`config.mk`:
```
export PLATFORM = sky130hd
export DESIGN_NAME = iepb_bank
export DESIGN_NICKNAME = d
export VERILOG_FILES = /design/src/hdl/iepb_pkg.sv /design/src/hdl/iepb_pick.sv /design/src/hdl/iepb_bank.sv
export VERILOG_INCLUDE_DIRS = /design/src /design/src/hdl
export SDC_FILE = /design/constraint.sdc
export NUM_CORES = 1
export LEC_CHECK = 0
export BUFFER_PORTS_ARGS = -buffer_cell sky130_fd_sc_hd__clkbuf_2
export CAP_MARGIN = 20
export CELL_PAD_IN_SITES_DETAIL_PLACEMENT = 1
export CELL_PAD_IN_SITES_GLOBAL_PLACEMENT = 1
export CORE_MARGIN = 5
export CORE_UTILIZATION = 40
export DETAILED_ROUTE_END_ITERATION = 10
export PLACE_DENSITY_LB_ADDON = 0.1
export SETUP_SLACK_MARGIN = 0.4
export SLEW_MARGIN = 20
export SYNTH_ARGS = -nofsm -noshare
export SYNTH_HDL_FRONTEND = slang
export SYNTH_SLANG_ARGS = --single-unit
```
`constraint.sdc`:
```
create_clock -name clock -period 17.1 [get_ports clock]
set_input_delay 3.42 -clock clock [delete_from_list [all_inputs] [get_ports clock]]
set_output_delay 3.42 -clock clock [all_outputs]
set_load 0.005 [all_outputs]
```
`src/hdl/iepb_cfg.svh`:
```
// Constants for the interrupt enable and level bank
// Operation
// - Enable register at A8h: global, counter array, timer2, serial, timer1, ext1, timer0, ext0.
// - A set source enable passes that request on; a clear one blocks it.
// - External interrupt 1 passes only while ext1_enable is set.
// - Enable register resets to zero; single bits can be set or cleared.
// - Low level register at B8h, bits 6..0 counter array down to ext0.
// - Low level register resets bits 6..0 clear and is bit addressable.
// - High level register at B7h, same seven sources in same order.
// - High level register resets bits 6..0 clear; whole byte access only.
// - Source level is high bit above low bit.
// - Level 00 is lowest, 11 is highest.
// - A clear global_enable blocks every request.
// - Service is preempted only by a strictly higher level; level 3 never.
// - Equal levels resolve by fixed polling order; higher level always wins.
`ifndef IEPB_CFG_SVH
`define IEPB_CFG_SVH

// ==========================================
// Register offsets
`define IEPB_ENABLE_ADDR 8'ha8
`define IEPB_LEVEL_HIGH_ADDR 8'hb7
`define IEPB_LEVEL_LOW_ADDR 8'hb8

// ==========================================
// Field positions and reset values
`define IEPB_GLOBAL_BIT 7
`define IEPB_NUM_SRC 7
`define IEPB_ENABLE_RESET 8'h00
`define IEPB_LEVEL_RESET 7'h00
`define IEPB_BIT_OP_SET 1'b1

`endif

```
`src/hdl/iepb_pkg.sv`:
```
// Types for the interrupt enable and level bank
package iepb_pkg;
	typedef logic [1:0] iepb_level_t;
	typedef logic [2:0] iepb_src_t;
	typedef enum logic [0:0] {
		IEPB_IDLE = 1'b0,
		IEPB_BUSY = 1'b1
	} iepb_svc_e;
endpackage

```
`src/hdl/iepb_pick.sv`:
```
// Combinational pick of the winning request by level and polling order
`timescale 1ns/1ps
`include "iepb_cfg.svh"
module iepb_pick (
	input wire logic [`IEPB_NUM_SRC-1:0] req_gated,
	input wire logic [2*`IEPB_NUM_SRC-1:0] levels,
	output logic found,
	output iepb_pkg::iepb_src_t win_src,
	output iepb_pkg::iepb_level_t win_level
);
	// Highest level first, lowest index wins ties
	always_comb begin
		found = 1'b0;
		win_src = 3'h0;
		win_level = 2'h0;
		for (int i = `IEPB_NUM_SRC - 1; i >= 0; i--) begin
			if (req_gated[i] && (!found || levels[2*i +: 2] >= win_level)) begin
				found = 1'b1;
				win_src = 3'(i);
				win_level = levels[2*i +: 2];
			end
		end
	end
endmodule // iepb_pick

```
`src/hdl/iepb_bank.sv`:
```
// Enable and level registers with request gating and preemption check
`timescale 1ns/1ps
`include "iepb_cfg.svh"
module iepb_bank (
	input wire logic clock,
	input wire logic nrst,
	input wire logic [7:0] addr,
	input wire logic [7:0] wdata,
	input wire logic wr_en,
	input wire logic rd_en,
	output logic [7:0] rdata,
	input wire logic bit_wr,
	input wire logic [2:0] bit_pos,
	input wire logic bit_val,
	input wire logic [`IEPB_NUM_SRC-1:0] src_req,
	input wire logic svc_done,
	input wire logic svc_take,
	output logic [`IEPB_NUM_SRC-1:0] src_enable,
	output logic [2*`IEPB_NUM_SRC-1:0] src_level,
	output logic irq_valid,
	output logic [2:0] irq_src,
	output logic [1:0] irq_level,
	output logic in_service
);
	// ==========================================
	// State
	typedef struct packed {
		logic [7:0] enable;
		logic [6:0] lvl_high;
		logic [6:0] lvl_low;
		logic [7:0] rdata;
		iepb_pkg::iepb_svc_e svc;
		iepb_pkg::iepb_level_t svc_level;
	} iepb_state_s;

	iepb_state_s st_reg;
	iepb_state_s st_next;
	logic [`IEPB_NUM_SRC-1:0] req_gated;
	logic [2*`IEPB_NUM_SRC-1:0] levels;
	logic found;
	iepb_pkg::iepb_src_t win_src;
	iepb_pkg::iepb_level_t win_level;
	logic preempt_ok;

	// ==========================================
	// Per-source gating and level forming
	genvar g;
	generate
		for (g = 0; g < `IEPB_NUM_SRC; g++) begin : g_src
			assign req_gated[g] = src_req[g] & st_reg.enable[g] & st_reg.enable[`IEPB_GLOBAL_BIT];
			assign levels[2*g +: 2] = {st_reg.lvl_high[g], st_reg.lvl_low[g]};
		end
	endgenerate

	iepb_pick u_pick (
		.req_gated(req_gated),
		.levels(levels),
		.found(found),
		.win_src(win_src),
		.win_level(win_level)
	);

	// Strictly higher level preempts, level 3 never preempted
	assign preempt_ok = (st_reg.svc == iepb_pkg::IEPB_IDLE) ||
		((st_reg.svc_level != 2'h3) && (win_level > st_reg.svc_level));

	// Request and level out to the core arbiter
	assign irq_valid = found & preempt_ok;
	assign irq_src = win_src;
	assign irq_level = win_level;
	assign src_enable = {`IEPB_NUM_SRC{st_reg.enable[`IEPB_GLOBAL_BIT]}} &
		st_reg.enable[`IEPB_NUM_SRC-1:0];
	assign src_level = levels;
	assign rdata = st_reg.rdata;
	assign in_service = (st_reg.svc == iepb_pkg::IEPB_BUSY);

	// ==========================================
	// Next state
	always_comb begin
		st_next = st_reg;
		if (wr_en && addr == `IEPB_ENABLE_ADDR) begin
			st_next.enable = wdata;
		end
		// Byte write of high level; bit 7 dropped
		if (wr_en && addr == `IEPB_LEVEL_HIGH_ADDR) begin
			st_next.lvl_high = wdata[6:0];
		end
		// Byte write of low level register
		if (wr_en && addr == `IEPB_LEVEL_LOW_ADDR) begin
			st_next.lvl_low = wdata[6:0];
		end
		// Single bit ops; high level excluded
		if (bit_wr && addr == `IEPB_ENABLE_ADDR) begin
			st_next.enable[bit_pos] = bit_val;
		end
		if (bit_wr && addr == `IEPB_LEVEL_LOW_ADDR && bit_pos != 3'h7) begin
			st_next.lvl_low[bit_pos] = bit_val;
		end
		// Read data one cycle later, reserved bit 7 reads zero
		st_next.rdata = 8'h00;
		if (rd_en) begin
			unique case (addr)
				`IEPB_ENABLE_ADDR: st_next.rdata = st_reg.enable;
				`IEPB_LEVEL_HIGH_ADDR: st_next.rdata = {1'b0, st_reg.lvl_high};
				`IEPB_LEVEL_LOW_ADDR: st_next.rdata = {1'b0, st_reg.lvl_low};
				default: st_next.rdata = 8'h00;
			endcase
		end
		// Service tracking for the preemption check
		if (svc_take && irq_valid) begin
			st_next.svc = iepb_pkg::IEPB_BUSY;
			st_next.svc_level = win_level;
		end else if (svc_done) begin
			st_next.svc = iepb_pkg::IEPB_IDLE;
			st_next.svc_level = 2'h0;
		end
	end

	always_ff @(posedge clock or negedge nrst) begin
		if (!nrst) begin
			st_reg.enable <= `IEPB_ENABLE_RESET;
			st_reg.lvl_high <= `IEPB_LEVEL_RESET;
			st_reg.lvl_low <= `IEPB_LEVEL_RESET;
			st_reg.rdata <= 8'h00;
			st_reg.svc <= iepb_pkg::IEPB_IDLE;
			st_reg.svc_level <= 2'h0;
		end else begin
			st_reg <= st_next;
		end
	end
endmodule // iepb_bank

```
==> metrics.txt <==
CP max FO 9; area growth from synthesis to layout 12.1%; Arr. time, crit path 12.33 ns; initial antenna violation count 0; Worst-Skew Late Latency 0.29 ns; cell count after synthesis 299; clock-pin slew on the worst setup and hold paths 0.07 ns; Post-Synth Simple-Gate Area 0.226; min Tclk post-route 15.75 ns; number of global-route vias before repair 2,427; Nets 391; RePlAce Congestion 0.886; setup tns final 0 ns; Clk Tree Root Cell clkbuf_8; hold buffers post-CTS 0; Adder-Cell Fraction of Synth Area 0.0659; Post-synth EDFFs 0; Storage cell area 826 sq um; grt total ovfl 0; Tot GR Track Use 0.190; worst vdd ir 40.8 uV; Largest register FFs 14; Cell Rows 29; largest family of logic cells by synthesized area simple AND/OR/NAND/NOR gates; Initial Util 0.414; max-cap viol count 0; fin crit share 0.921; Cell Pwr Density 56.7 nW/um^2; most frequent cells in the layout clkbuf_2 (69), nand2_1 (33), dfrtp_1 (33); Remaining DRCs 0; status complete, no violations; CTS tree yes; flops & latches, synth 33; Multi-input gate area 1570 sq um; post-synthesis compound-gate area fraction 0.147; ys async rst share 1.00; Clock Sinks 33; n_diodes 0; Yosys warnings 0; Lkg Pwr 1.49 nW; xor/xnor cell area share of the yosys netlist 0; part of the Yosys area used for sequential elements 0.311; cts bufs inserted 5; Slew Limit Fails 0; final wirelength 7640 um; first-pass GRT wire length 12,700 um; drt first-iter violations 64; RSZ-0062 raised after global routing false; Synth area leaders dfrtp_1 (31%), mux2i_1 (8.7%), ha_1 (6.6%); wire per inst 18.1 um; die area 8370 sq um; Resize count post-CTS 0; reg2reg path depth 41; multiplexer share of the synthesized area 0.150; htree depth 2; PortBufs 69; post-synth top area share 0.311; hold path cells 1; first-pass iteration count of the detailed router 6; CTS max path bufs 2; unique cell type count in the Yosys netlist 54; Hold Worst Slack 0.570 ns; most frequent CP cell ha_1; Via Count 2,334; total core area 6420 sq um; startpoint types input pin; syn avg cell area 8.89 sq um; clk_skew 0.00887 ns; Crit. End Element output port; r2r setup slk 6.36 ns; Most used DFF post-synth dfrtp_1; die span in y 91.5 um; hold crit path type flop to flop; pin count of the biggest net entering global routing 34; Setup Buffers After CTS 0; Max Freq 0.0635 GHz; Die Width 91.5 um; DRT antenna net count 0; synthesized area 2660 sq um; Crit Path Class input pin to output port; Crit-path slowest cell nor3_2; Post-Syn Nets 347; leading cell type in the layout, fill and taps excluded clkbuf_2; I/O Pins 70; setup violators final 0; Worst-Margin Slew 1.03 ns; Slew HR 0.316; Avg Vias per Cell 5.54; Fill cells 796; top cell type by total area after synthesis dfrtp_1; critical path's largest stage delay 0.43 ns; final hold violation count 0; HPWL after DPL 6030 um; Critical Path RT 13.68 ns; share of cells above drive strength 1 0.308
per-layer routing:
layer  GRT usage  up-vias  wire length (um)
met2       0.335       49              3780
met5           0        -                 0
met3      0.0322        9               297
li1            -     1125                 -
met4      0.0377        0                63
met1       0.243     1151              3490
worst paths after layout:
| check | start | endpoint |
|---|---|---|
| setup / recovery | src_req[6] | irq_valid |
| hold / removal | in_service | in_service |
| setup reg to reg | st_reg[32] | st_reg[0] |
| hold reg to reg | in_service | in_service |
| min in group asynchronous | nrst | rdata[5] |
| max in group asynchronous | nrst | src_level[0] |
kinds of logic (layout without fill, tap and decap cells):
| family | count (synthesis) | after routing |
|---|---|---|
| simple gates | 114 | 114 |
| compound gates | 53 | 53 |
| flops | 33 | 33 |
| mux | 38 | 38 |
| fa+ha+maj | 14 | 14 |
| buf+inv | 47 | 92 |
final cells by class:
cell class / instances / area share
Timing Repair Buffer: 69 / 0.116
Inverter: 15 / 0.0189
Clock inverter: 3 / 0.00588
Sequential cell: 33 / 0.277
Tap cell: 77 / 0.0323
Clock buffer: 5 / 0.0231
Multi-Input combinational cell: 219 / 0.527
critical path: cells and delay by family:
kind	cells	cell delay (ns)
compound gates	15	3.58
mux	3	1.08
simple gates	11	1.98
buf+inv	4	0.36
fa+ha+maj	7	1.92
per-stage QoR:
stage / cell area [sq um] / instances / setup WS, ns / util / total power, mW
floorplan: 2660 / 299 / 2.44 / - / 0.100
global placement: 2890 / 413 / 1.65 / 0.450 / 0.111
detailed placement: 2890 / 413 / 1.38 / 0.450 / 0.112
CTS: 2980 / 421 / 1.36 / 0.463 / 0.171
global route: 2980 / 421 / 0.521 / 0.464 / 0.179
finish: 2980 / 421 / 1.35 / 0.464 / 0.169
report_power, final:
group	switching, mW	internal, mW	total, mW	leakage, nW
clock	0.0306	0.0281	0.0587	0.0439
combinational	0.0135	0.0106	0.0240	0.988
sequential	0.00547	0.0809	0.0863	0.457
total	0.0495	0.120	0.169	1.49
synthesized netlist by cell type (2+ instances only):
| library cell | n |
|---|---|
| nor2_1 | 19 |
| o21ai_0 | 15 |
| a22oi_1 | 2 |
| a21o_1 | 2 |
| clkbuf_1 | 9 |
| ha_1 | 14 |
| and4b_1 | 2 |
| dfrtp_1 | 33 |
| nand2b_1 | 8 |
| and2_1 | 17 |
| a211oi_1 | 3 |
| inv_1 | 14 |
| a2bb2oi_2 | 2 |
| nand4_1 | 3 |
| nor3b_1 | 3 |
| mux2i_1 | 23 |
| buf_4 | 22 |
| a21oi_1 | 9 |
| nor2b_1 | 4 |
| a31oi_1 | 2 |
| nor4b_1 | 3 |
| mux2_2 | 15 |
| nand3_1 | 3 |
| nand2_1 | 33 |
| nor3_1 | 10 |
No activity file was read; power rests on OpenSTA's default activity.
